--- config.mk ---
export PLATFORM = sky130hd
export DESIGN_NAME = cpc_purge_ctrl
export DESIGN_NICKNAME = d
export VERILOG_FILES = /design/src/cpc_pkg.sv /design/src/cpc_purge_ctrl.sv
export SDC_FILE = /design/constraint.sdc
export NUM_CORES = 1
export LEC_CHECK = 0
export BUFFER_PORTS_ARGS = -buffer_cell sky130_fd_sc_hd__buf_2
export CAP_MARGIN = 20
export CORE_MARGIN = 2
export CORE_UTILIZATION = 37
export DETAILED_ROUTE_END_ITERATION = 16
export GPL_TIMING_DRIVEN = 1
export MAX_ROUTING_LAYER = met4
export SYNTH_ARGS = -nofsm -noshare
export SYNTH_HDL_FRONTEND = slang
export SYNTH_SLANG_ARGS = --single-unit
--- constraint.sdc ---
create_clock -name sys_clk -period 2.5 [get_ports sys_clk]
set_clock_uncertainty 0.2 [all_clocks]
set_input_delay 0.5 -clock sys_clk [delete_from_list [all_inputs] [get_ports sys_clk]]
set_output_delay 0.5 -clock sys_clk [all_outputs]
set_load 0.005 [all_outputs]
--- src/cpc_pkg.sv ---
// cpc_pkg: constants shared by the cache purge controller.
// assumes one cpu clock at 20 MHz and a plain register port.
package cpc_pkg;
  // cpu variants selected by software
  typedef enum logic [1:0] {
    VAR_SINGLE,
    VAR_MP_A,
    VAR_MP_B,
    VAR_MP_C
  } cpc_var_t;

  // register byte offsets
  localparam logic [3:0] REG_CTRL = 4'h0;
  localparam logic [3:0] REG_STATUS = 4'h4;
  localparam logic [3:0] REG_CONTEXT = 4'h8;
  localparam logic [3:0] REG_COUNT = 4'hC;

  // control fields
  localparam int CTRL_VAR_LSB = 0;
  localparam int CTRL_IDTAG_BIT = 2;
  localparam logic [31:0] CTRL_RESET = 32'h0000_0000;

  // status fields
  localparam int ST_CLEAR_BIT = 0;
  localparam int ST_SET_BIT = 1;
  localparam int ST_STALL_BIT = 2;
  localparam int ST_LOCK_BIT = 3;
  localparam int ST_XLSET_BIT = 4;

  // context fields
  localparam int CTX_W = 8;
  localparam int CTX_CUR_LSB = 0;
  localparam int CTX_PREV_LSB = 8;
  localparam int CTX_TID_LSB = 16;

  // sizes of the caches
  localparam int XL_OUTER_ENTRIES = 2048;
  localparam int XL_INNER_ENTRIES = 256;
  localparam int XL_IDX_W = $clog2(XL_OUTER_ENTRIES);
  localparam int IC_BYTES_B = 16384;
  localparam int IC_WORDS_C = 4096;
  localparam int DC_BYTES_A = 4096;
  localparam int DC_PAGES_LATE = 4;

  // timing: cpu clock, clearing of the spare icache validity set, translator purge gap
  localparam int CLK_MHZ = 20;
  localparam int IC_CLEAR_CYCLES = 1024;
  localparam int XL_PURGE_GAP_CYCLES = 1023;
  localparam int CLR_W = $clog2(IC_CLEAR_CYCLES + 1);
endpackage

--- src/cpc_purge_ctrl.sv ---
// cpc_purge_ctrl: decides when icache, dcache and translation
// caches are purged, and gates lock read-modify-write.
// assumes all event inputs are one-cycle pulses on sys_clk.
//
// Contract
// - single cpu: traps and interrupts purge the icache.
// - single cpu: purge-all purges icache, dcache, whole translator.
// - single cpu: purge-entry purges icache, dcache, one translator entry.
// - single cpu: icache op purges icache only; dcache op dcache only.
// - single cpu: descriptor loads purge icache, dcache, whole translator.
// - mp: descriptor loads drop icache and translations of previous context.
// - mp: purge icache on thread end, icache op, idle entry.
// - mp: purge-all whole translator, purge-entry one; software purges before return.
// - mp A: translations tagged by context and thread; two validity sets.
// - mp B: translator has 2k outer and 256 inner entries.
// - mp C: entry purge hits level two only; purge-all both levels.
// - icache untagged: purge whenever context or thread number changes.
// - idle with next context always purges the icache.
// - mp A: purge swaps validity set, clears old in 1024, stalls early.
// - later mp: icache purge is fast, 16 Kbytes or 4k words.
// - mp A: remote store on any memory port invalidates the dcache.
// - lock ops wait for stores to drain, then do read-modify-write.
// - later: dcache virtually tagged, four pages; encache bit per page.
// - dcache keeps threaded and nonthreaded sets; sync clears nonthreaded.
module cpc_purge_ctrl (
  // clock and reset
  input wire logic sys_clk,
  input wire logic reset_n,
  // register port
  input wire logic [3:0] regAddr,
  input wire logic [31:0] regWdata,
  input wire logic regWr,
  input wire logic regRd,
  output logic [31:0] regRdata,
  // traps and interrupts
  input wire logic evTraceTrap,
  input wire logic evVecTrap,
  input wire logic evArithTrap,
  input wire logic evIntr,
  // purge instructions
  input wire logic opPurgeAll,
  input wire logic opPurgeEntry,
  input wire logic [10:0] opEntryIdx,
  input wire logic opPurgeIcache,
  input wire logic opPurgeDcache,
  input wire logic opLoadDesc,
  input wire logic opMsync,
  // context events
  input wire logic ctxWrite,
  input wire logic tidWrite,
  input wire logic [7:0] ctxValue,
  input wire logic threadTerm,
  input wire logic idleNextCtx,
  // memory ports of other cpus
  input wire logic [3:0] remoteStore,
  // lock operations
  input wire logic lockReq,
  input wire logic storesPending,
  // purge commands to the caches, plus cpu stall and lock grant
  output logic icPurge,
  output logic icSetSel,
  output logic dcPurge,
  output logic dcNtPurge,
  output logic xlPurgeAll,
  output logic xlPurgeEntry,
  output logic [10:0] xlEntryIdx,
  output logic xlL1Purge,
  output logic xlSetSel,
  output logic ctxPurge,
  output logic [7:0] ctxPurgeId,
  output logic cpuStall,
  output logic lockGo
);
  typedef enum logic [1:0] {LK_IDLE, LK_DRAIN, LK_RMW} cpc_lock_t;
  localparam int CLR_W = cpc_pkg::CLR_W;

  logic [31:0] ctrl_r;
  logic [7:0] ctx_r;
  logic [7:0] prevCtx_r;
  logic [7:0] tid_r;
  logic [CLR_W-1:0] clr_r;
  logic pend_r;
  logic [15:0] purgeCnt_r;
  cpc_lock_t lock_r;
  logic [3:0] storeSeen_r;
  cpc_pkg::cpc_var_t mode;
  logic icReq;
  logic icDo;
  logic dcReq;
  logic xlAllReq;
  logic xlOneReq;
  logic ctxChg;
  logic tidChg;
  logic isMp;

  localparam logic [CLR_W-1:0] CLR_LOAD =
    CLR_W'(cpc_pkg::IC_CLEAR_CYCLES);

  function automatic logic [31:0] rdMux(input logic [3:0] a);
    case (a)
      cpc_pkg::REG_CTRL: rdMux = ctrl_r;
      cpc_pkg::REG_STATUS: rdMux = {27'h000_0000, xlSetSel,
        lock_r != LK_IDLE, cpuStall, icSetSel, clr_r != '0};
      cpc_pkg::REG_CONTEXT: rdMux = {8'h00, tid_r, prevCtx_r, ctx_r};
      cpc_pkg::REG_COUNT: rdMux = {16'h0000, purgeCnt_r};
      default: rdMux = 32'h0000_0000;
    endcase
  endfunction

  assign mode = cpc_pkg::cpc_var_t'(ctrl_r[cpc_pkg::CTRL_VAR_LSB +: 2]);
  assign isMp = mode != cpc_pkg::VAR_SINGLE;
  assign ctxChg = ctxWrite && ctxValue != ctx_r;
  assign tidChg = tidWrite && ctxValue != tid_r;

  // what each event purges, by variant
  always_comb begin
    icReq = 1'b0;
    dcReq = 1'b0;
    xlAllReq = 1'b0;
    xlOneReq = 1'b0;
    if (!isMp) begin
      icReq = evTraceTrap | evVecTrap | evArithTrap | evIntr;
      icReq = icReq | opPurgeAll | opPurgeEntry;
      icReq = icReq | opPurgeIcache | opLoadDesc;
      dcReq = opPurgeAll | opPurgeEntry;
      dcReq = dcReq | opPurgeDcache | opLoadDesc;
      xlAllReq = opPurgeAll | opLoadDesc;
      xlOneReq = opPurgeEntry;
    end else begin
      icReq = threadTerm | opPurgeIcache | opLoadDesc;
      dcReq = opPurgeDcache;
      xlAllReq = opPurgeAll;
      xlOneReq = opPurgeEntry;
    end
    // untagged icache must follow context and thread changes
    icReq = icReq | ctxChg | tidChg;
    icReq = icReq | idleNextCtx;
    if (mode == cpc_pkg::VAR_MP_A && remoteStore != 4'h0) begin
      dcReq = 1'b1;
    end
  end

  // mp A purges only once the spare set is clear
  assign icDo = mode == cpc_pkg::VAR_MP_A ?
    ((icReq | pend_r) && clr_r == '0) : icReq;

  always_ff @(posedge sys_clk or negedge reset_n) begin
    if (!reset_n) begin
      ctrl_r <= cpc_pkg::CTRL_RESET;
    end else if (regWr && regAddr == cpc_pkg::REG_CTRL) begin
      ctrl_r <= {29'h0000_0000, regWdata[2:0]};
    end
  end

  always_ff @(posedge sys_clk or negedge reset_n) begin
    if (!reset_n) begin
      regRdata <= 32'h0000_0000;
    end else if (regRd) begin
      regRdata <= rdMux(regAddr);
    end else begin
      regRdata <= 32'h0000_0000;
    end
  end

  // context tracking; previous context is kept for descriptor loads
  always_ff @(posedge sys_clk or negedge reset_n) begin
    if (!reset_n) begin
      ctx_r <= 8'h00;
      prevCtx_r <= 8'h00;
      tid_r <= 8'h00;
    end else begin
      if (ctxWrite) begin
        prevCtx_r <= ctx_r;
        ctx_r <= ctxValue;
      end
      if (tidWrite) begin
        tid_r <= ctxValue;
      end
    end
  end

  // icache validity set swap and background clear
  always_ff @(posedge sys_clk or negedge reset_n) begin
    if (!reset_n) begin
      clr_r <= '0;
      pend_r <= 1'b0;
      icSetSel <= 1'b0;
      cpuStall <= 1'b0;
      icPurge <= 1'b0;
    end else begin
      icPurge <= icDo;
      if (mode == cpc_pkg::VAR_MP_A) begin
        if (icDo) begin
          icSetSel <= ~icSetSel;
          clr_r <= CLR_LOAD;
          pend_r <= 1'b0;
          cpuStall <= 1'b0;
        end else begin
          if (clr_r != '0) begin
            clr_r <= clr_r - CLR_W'(1);
          end
          if (icReq) begin
            pend_r <= 1'b1;
          end
          cpuStall <= icReq | pend_r;
        end
      end else begin
        clr_r <= '0;
        pend_r <= 1'b0;
        cpuStall <= 1'b0;
      end
    end
  end

  // dcache sets and translator purges
  always_ff @(posedge sys_clk or negedge reset_n) begin
    if (!reset_n) begin
      dcPurge <= 1'b0;
      dcNtPurge <= 1'b0;
      xlPurgeAll <= 1'b0;
      xlPurgeEntry <= 1'b0;
      xlEntryIdx <= 11'h000;
      xlL1Purge <= 1'b0;
      xlSetSel <= 1'b0;
    end else begin
      // virtual tags: one purge drops every page of the dcache
      dcPurge <= dcReq;
      // sync and lock clear the nonthreaded set
      dcNtPurge <= dcReq | opMsync | (lock_r == LK_RMW);
      xlPurgeAll <= xlAllReq;
      xlPurgeEntry <= xlOneReq;
      // index spans the 2k outer level; the inner level is not ours
      xlEntryIdx <= xlOneReq ? opEntryIdx : 11'h000;
      // level one is only touched by a full purge
      xlL1Purge <= xlAllReq && mode == cpc_pkg::VAR_MP_C;
      if (xlAllReq && mode == cpc_pkg::VAR_MP_A) begin
        xlSetSel <= ~xlSetSel;
      end
    end
  end

  // descriptor load in mp drops the previous context
  always_ff @(posedge sys_clk or negedge reset_n) begin
    if (!reset_n) begin
      ctxPurge <= 1'b0;
      ctxPurgeId <= 8'h00;
    end else begin
      ctxPurge <= isMp && opLoadDesc;
      ctxPurgeId <= (isMp && opLoadDesc) ? prevCtx_r : 8'h00;
    end
  end

  // lock: drain stores, then one-cycle read-modify-write grant
  always_ff @(posedge sys_clk or negedge reset_n) begin
    if (!reset_n) begin
      lock_r <= LK_IDLE;
      lockGo <= 1'b0;
    end else begin
      lockGo <= 1'b0;
      case (lock_r)
        LK_IDLE: begin
          if (lockReq) begin
            lock_r <= LK_DRAIN;
          end
        end
        LK_DRAIN: begin
          if (!storesPending) begin
            lock_r <= LK_RMW;
            lockGo <= 1'b1;
          end
        end
        LK_RMW: lock_r <= LK_IDLE;
        default: lock_r <= LK_IDLE;
      endcase
    end
  end

  // count of performed icache purges for software
  always_ff @(posedge sys_clk or negedge reset_n) begin
    if (!reset_n) begin
      purgeCnt_r <= 16'h0000;
    end else if (regWr && regAddr == cpc_pkg::REG_COUNT) begin
      purgeCnt_r <= 16'h0000;
    end else if (icDo) begin
      purgeCnt_r <= purgeCnt_r + 16'h0001;
    end
  end

  // remote stores seen, kept only for the check below
  always_ff @(posedge sys_clk or negedge reset_n) begin
    if (!reset_n) begin
      storeSeen_r <= 4'h0;
    end else begin
      storeSeen_r <= remoteStore;
    end
  end
endmodule

==> qor.txt, run 1 <==
Outcome = finished, violations left
Failing checks = negative hold slack, negative setup slack
Placer congestion estimate = 0.821
Total global-route track usage = 0.173
Hold_buf cts = 0
XOR/XNOR Fraction of Synth Area = 0.0397
Top cell type's share of synthesized area = 0.573
Syn avg cell area = 11.6 µm²
DRC viols = 0
Setup WS pre-CTS = -0.0452 ns
RSZ-0062 raised after global routing = true
Yosys Warn Count = 0
Mux contribution to synthesized area = 0.0828
Routed WL = 11300 µm
Max clock buf depth = 2
Cell type with the largest total area after synthesis = dfrtp_1
Largest cells by area after synthesis = dfrtp_1, mux2_2, xnor2_1
Area grow syn2layout = 24.5%
Diode count = 0
# rows = 41
Tcrit/Tclk final = 1.01
Vias in the first global route = 3519
Ys flop type = dfrtp_1
CP endpoint kind = register
Die footprint = 14000 µm²
Chip Height = 119 µm
CP Launch Type = register
Endpoints failing hold = 3
Tmin final = 2.52 ns
Most common cell in the netlist = dfrtp_1
ANT nets after route = 0
Via Count = 3586
Slowest cell delay on critical path = 0.59 ns
Critical Path Slowest Stage Cell = or4_4
Asr flop ratio synth = 1.00
Initial core utilization = 0.381
Setup Crit Path Kind = register to register
Layout Cells excl Fill = 721
GRT overflow = 0
Cell count after synthesis = 419
Largest family of logic cells by synthesized area = simple AND/OR/NAND/NOR gates
Largest net degree at the start of global routing = 112
DP Cell Count = 700
Clk_lat worst skew = 0.36 ns
DRT Pass-1 Iters = 4
Layout net count = 625
Root Buffer = clkbuf_16
Cell family with most CP delay = compound AO/OA/AOI/OAI gates
Library cells used by synthesis = 49
Post-Synth Simple-Gate Area = 0.180
# H-tree levels = 3
Seq/Total Area, Yosys = 0.573
Worst-path cell chain = or4_4, o41ai_4, nand4_1, a31o_1, o31a_1, o21a_1
Relative slew slack = 0.492
Leakage power = 2.90 nW
Share of post-route cells with drive strength above 1 = 0.361
DP HPWL = 8240 µm
Synth Area in Adders = 0.00516
Type of the worst min-delay path = primary input to asynchronous set/reset pin
Max-slew violations = 0
Initial antenna violation count = 0
Area of placed instances = 5690 µm²
Via density = 4.97
Compound-gate portion of the synthesized area = 0.0869
Final WS setup = -0.0248 ns
VDD IR max = 0.421 mV
Routed length per instance = 15.7 µm
Total Power = 4.87 mW
Final instance area = 6040 µm²
Post-Syn Area = 4850 µm²
DR iter-0 viols = 116
PD cells = 807 nW/µm²
Worst hold slack = -0.00396 ns
Clock transition at path regs = 0.07 ns
Io pins = 141
Crit path buffers/inverters = 0
Core ar. = 12700 µm²
Num CTS Buffers = 9
MaxCap Viol Count = 0
Final setup viols = 2
Tightest Pin Transition = 0.761 ns
Data required, critical path = 2.55 ns
Max Freq = 396 MHz
First-pass GRT wire length = 18400 µm
PortBufs = 103
#FFs+latches synth = 111
Synth cell count leaders = dfrtp_1, nor2_1, mux2_2, and2_1
CP max FO = 4
Die W = 119 µm
Crit path arrival time = 2.58 ns
Clock Sink Count = 111
Setup TNS = -0.0414 ns
TritonCTS clock tree = yes
EDFF count, synth = 0
Util after Layout = 0.475
-- report_power, final --
part           total (mW)  switching (mW)  internal, mW
clock                1.34           0.638         0.702
combinational        1.25           0.613         0.634
sequential           2.28           0.236          2.05
total                4.87            1.49          3.38
-- worst paths after layout --
path	from	slack, ns	cells after the start	end
worst max-delay path	clr_r[7]	-0.02	6	purgeCnt_r[14]
worst min-delay path	reset_n	-0.004	2	regRdata[23]
worst max register to register	clr_r[7]	-0.02	6	purgeCnt_r[14]
worst min register to register	icSetSel	0.30	1	icSetSel
max in group asynchronous	reset_n	1.65	2	xlEntryIdx[7]
min in group sys_clk	storesPending	0.12	2	lockGo
-- per-layer routing --
metal / part of all wire / wire length (µm) / global-route usage / up-vias
met3: 0.051 / 575 / 0.0391 / 14
met4: 0.020 / 227 / 0.0618 / 0
li1: - / - / - / 1719
met5: 0 / 0 / - / -
met2: 0.46 / 5200 / 0.267 / 122
met1: 0.47 / 5300 / 0.226 / 1731
-- area by class of cell --
class                           instances  area, µm²
Fill cell                            1216       6680
Sequential cell                       111       2780
Multi-Input combinational cell        283       1990
Timing Repair Buffer                  134        763
Clock buffer                           11        243
Tap cell                              172        215
Clock inverter                          5       33.8
Inverter                                5       18.8
-- state kept, by name, indices dropped and copies added (netlist names), 2 cells and up --
signal	flops
clr_r	11
ctrl_r	3
ctxPurgeId	8
ctx_r	8
lock_r	2
prevCtx_r	8
purgeCnt_r	16
regRdata	24
tid_r	8
xlEntryIdx	11
-- what timing repair did --
action,CTS,global route
gates cloned,0,0
buffers inserted,3,2
setup endpoints to repair,6,13
pin swaps,2,4
resized for setup,2,8
-- cells in the final DEF (no fill, tap or decap), drive strengths merged, types with 4 or more instances in the layout --
cell    count
buf       134
dfrtp     111
nor2       33
mux2       29
and2       23
xnor2      20
nand2      20
and3       16
a21oi      16
a22oi      12
o21ai      12
clkbuf     11
or3        10
nand3      10
nand4       9
nor4        9
conb        8
or4         8
inv         5
o21a        4
o211ai      4
-- cell families after synthesis --
logic type	Yosys count
xor+xnor	22
other cells	1
flops	111
simple gates	155
fa+ha+maj	2
compound gates	62
buf+inv	32
mux	34
(Power assumes the default switching activity.)
==> inputs of run 2 (changes only) <==
Settings changed: CTS_BUF_LIST set to sky130_fd_sc_hd__clkbuf_16.
==> run 2 against run 1 <==
Compared with the run above:
- the run ends with negative setup slack left
- worst setup slack worse by 0.0028 ns
- non-clock buffer count unchanged
- largest cell class unchanged
- clock-buffer cell count down 2
- worst hold slack better by 0.0094 ns
- final area down 0.17%
- power down 0.86%
- combinational power about the same
- utilization down 0.079 points
- sequential cell count unchanged
==> qor.txt, run 2 (same netlist as run 1, synthesis figures left out) <==
RR Endpoint = purgeCnt_r[14]
Fill cells = 1217 (+0.082%)
Outcome = finished, violations left
Routed WL = 11200 µm (-0.58%)
Routed length per instance = 15.6 µm (-0.58%)
Num CTS Buffers = 9 (unchanged)
TritonCTS clock tree = yes
Diode count = 0 (unchanged)
MaxCap Viol Count = 0 (unchanged)
DP HPWL = 8240 µm (unchanged)
Type of the worst min-delay path = primary input to asynchronous set/reset pin
Root Buffer = clkbuf_16
Clock transition at path regs = 0.07 ns (about the same)
Relative slew slack = 0.487 (-0.00469)
CP endpoint kind = register
Share of post-route cells with drive strength above 1 = 0.359 (-0.00182)
Die W = 119 µm (unchanged)
Setup Crit Path Kind = register to register
Io pins = 141 (unchanged)
Vias in the first global route = 3520 (+0.028%)
Initial core utilization = 0.381 (unchanged)
PD cells = 801 nW/µm² (-0.70%)
GRT overflow = 0 (unchanged)
Layout Cells excl Fill = 721 (unchanged)
Clock Sink Count = 111 (unchanged)
# rows = 41 (unchanged)
Most common cell after layout, fill and taps aside = dfrtp_1
Area grow syn2layout = 24.3%
Leakage power = 2.90 nW (about the same)
PortBufs = 103 (unchanged)
Failing checks = negative setup slack
Initial antenna violation count = 0 (unchanged)
Via Count = 3567 (-0.53%)
Clk_lat worst skew = 0.36 ns (about the same)
Placer congestion estimate = 0.821 (unchanged)
Largest register FFs = 24 (unchanged)
Tightest Pin Transition = 0.768 ns (+0.00702 ns)
Crit path arrival time = 2.58 ns (about the same)
CP Launch Type = register
DP Cell Count = 700 (unchanged)
Max Freq = 396 MHz (-0.11%)
Most frequent cells in the layout = dfrtp_1, buf_2, nor2_1
VDD IR max = 0.470 mV (+12%)
Layout net count = 625 (unchanged)
ANT nets after route = 0 (unchanged)
Total global-route track usage = 0.173 (-0.000426)
Max clock buf depth = 2 (unchanged)
Final setup viols = 2 (unchanged)
Data required, critical path = 2.55 ns (about the same)
DRC viols = 0 (unchanged)
Endpoints failing hold = 0 (-3)
Core ar. = 12700 µm² (unchanged)
Final WS setup = -0.0276 ns (-0.00284 ns)
RSZ-0062 raised after global routing = true
Biggest register = regRdata
CP max FO = 4 (unchanged)
# H-tree levels = 3 (unchanged)
Reg2reg path depth = 6 (unchanged)
Reg-to-reg slack, setup = -0.03 ns (about the same)
Startpoint of the worst-slack reg-to-reg timing path = clr_r[7]
First-pass GRT wire length = 18400 µm (about the same)
Util after Layout = 0.474 (-0.000787)
Chip Height = 119 µm (unchanged)
Die footprint = 14000 µm² (unchanged)
DR iter-0 viols = 127 (+9.5%)
Via density = 4.95 (-0.53%)
Max-slew violations = 0 (unchanged)
Hold_buf cts = 0 (unchanged)
Largest net degree at the start of global routing = 112 (unchanged)
Tcrit/Tclk final = 1.01 (+0.00114)
Tmin final = 2.53 ns (+0.00284 ns)
Biggest registers after layout = regRdata x24, purgeCnt_r x16
DRT Pass-1 Iters = 4 (unchanged)
==> run 2: worst max-delay path, cell delays in order, from the launching register on <==
cell and delay [ns]:
dfrtp_1 0.38, or4_4 0.58, o41ai_4 0.41, nand4_1 0.18
a31o_1 0.26, o31a_1 0.25, o21a_1 0.16
==> run 2: final cells by class <==
type | count | area, µm² | share of cell area
inverters | 5 | 18.8 | 0.00311
clock buffers | 9 | 225 | 0.0374
clock inverters | 7 | 41.3 | 0.00685
repair buffers | 134 | 763 | 0.127
well taps | 172 | 215 | 0.0357
multi-input cells | 283 | 1990 | 0.330
flip-flops and latches | 111 | 2780 | 0.461
==> run 2: routing by layer <==
metal | global-route usage | vias to the layer above | share of wire
li1 | - | 1726 | -
met1 | 0.225 | 1714 | 0.46
met2 | 0.267 | 112 | 0.46
met3 | 0.0333 | 15 | 0.056
met4 | 0.0685 | 0 | 0.020
met5 | - | - | 0
==> run 2: metrics by stage <==
step | power [mW] | setup TNS, ns | area [µm²] | worst slack (ns) | hold WS, ns
floorplan | 3.02 | -0.0347 | 4890 | -0.0194 | 0.00441
global placement | 3.45 | -0.0531 | 5690 | -0.0243 | 0.289
detailed placement | 3.49 | -0.149 | 5690 | -0.0452 | 0.297
CTS | 4.84 | -0.0882 | 5980 | -0.0380 | 0.0449
global route | 5.11 | -0.667 | 6030 | -0.124 | 0.0656
finish | 4.83 | -0.0543 | 6030 | -0.0276 | 0.00545
==> run 2: worst max-delay path by stage <==
stage | startpoint | cells past startpoint | slack, ns | to
2_1_floorplan | clr_r[0] | 8 | -0.02 | purgeCnt_r[12]
3_3_place_gp | clr_r[9] | 6 | -0.02 | purgeCnt_r[14]
3_5_place_dp | clr_r[9] | 6 | -0.05 | purgeCnt_r[14]
4_1_cts | clr_r[7] | 6 | -0.04 | purgeCnt_r[14]
5_1_grt | clr_r[7] | 6 | -0.12 | purgeCnt_r[14]
6_report | clr_r[7] | 6 | -0.03 | purgeCnt_r[14]
==> run 2: power breakdown <==
part	total, mW	switching (mW)	internal (mW)
logic	1.25	0.611	0.634
registers	2.28	0.233	2.05
clock network	1.30	0.635	0.667
==> run 2: what timing repair did <==
action	in CTS	in global routing
pin swaps	2	4
gates resized for setup	2	8
setup buffers	3	2
setup endpoints to repair	6	13
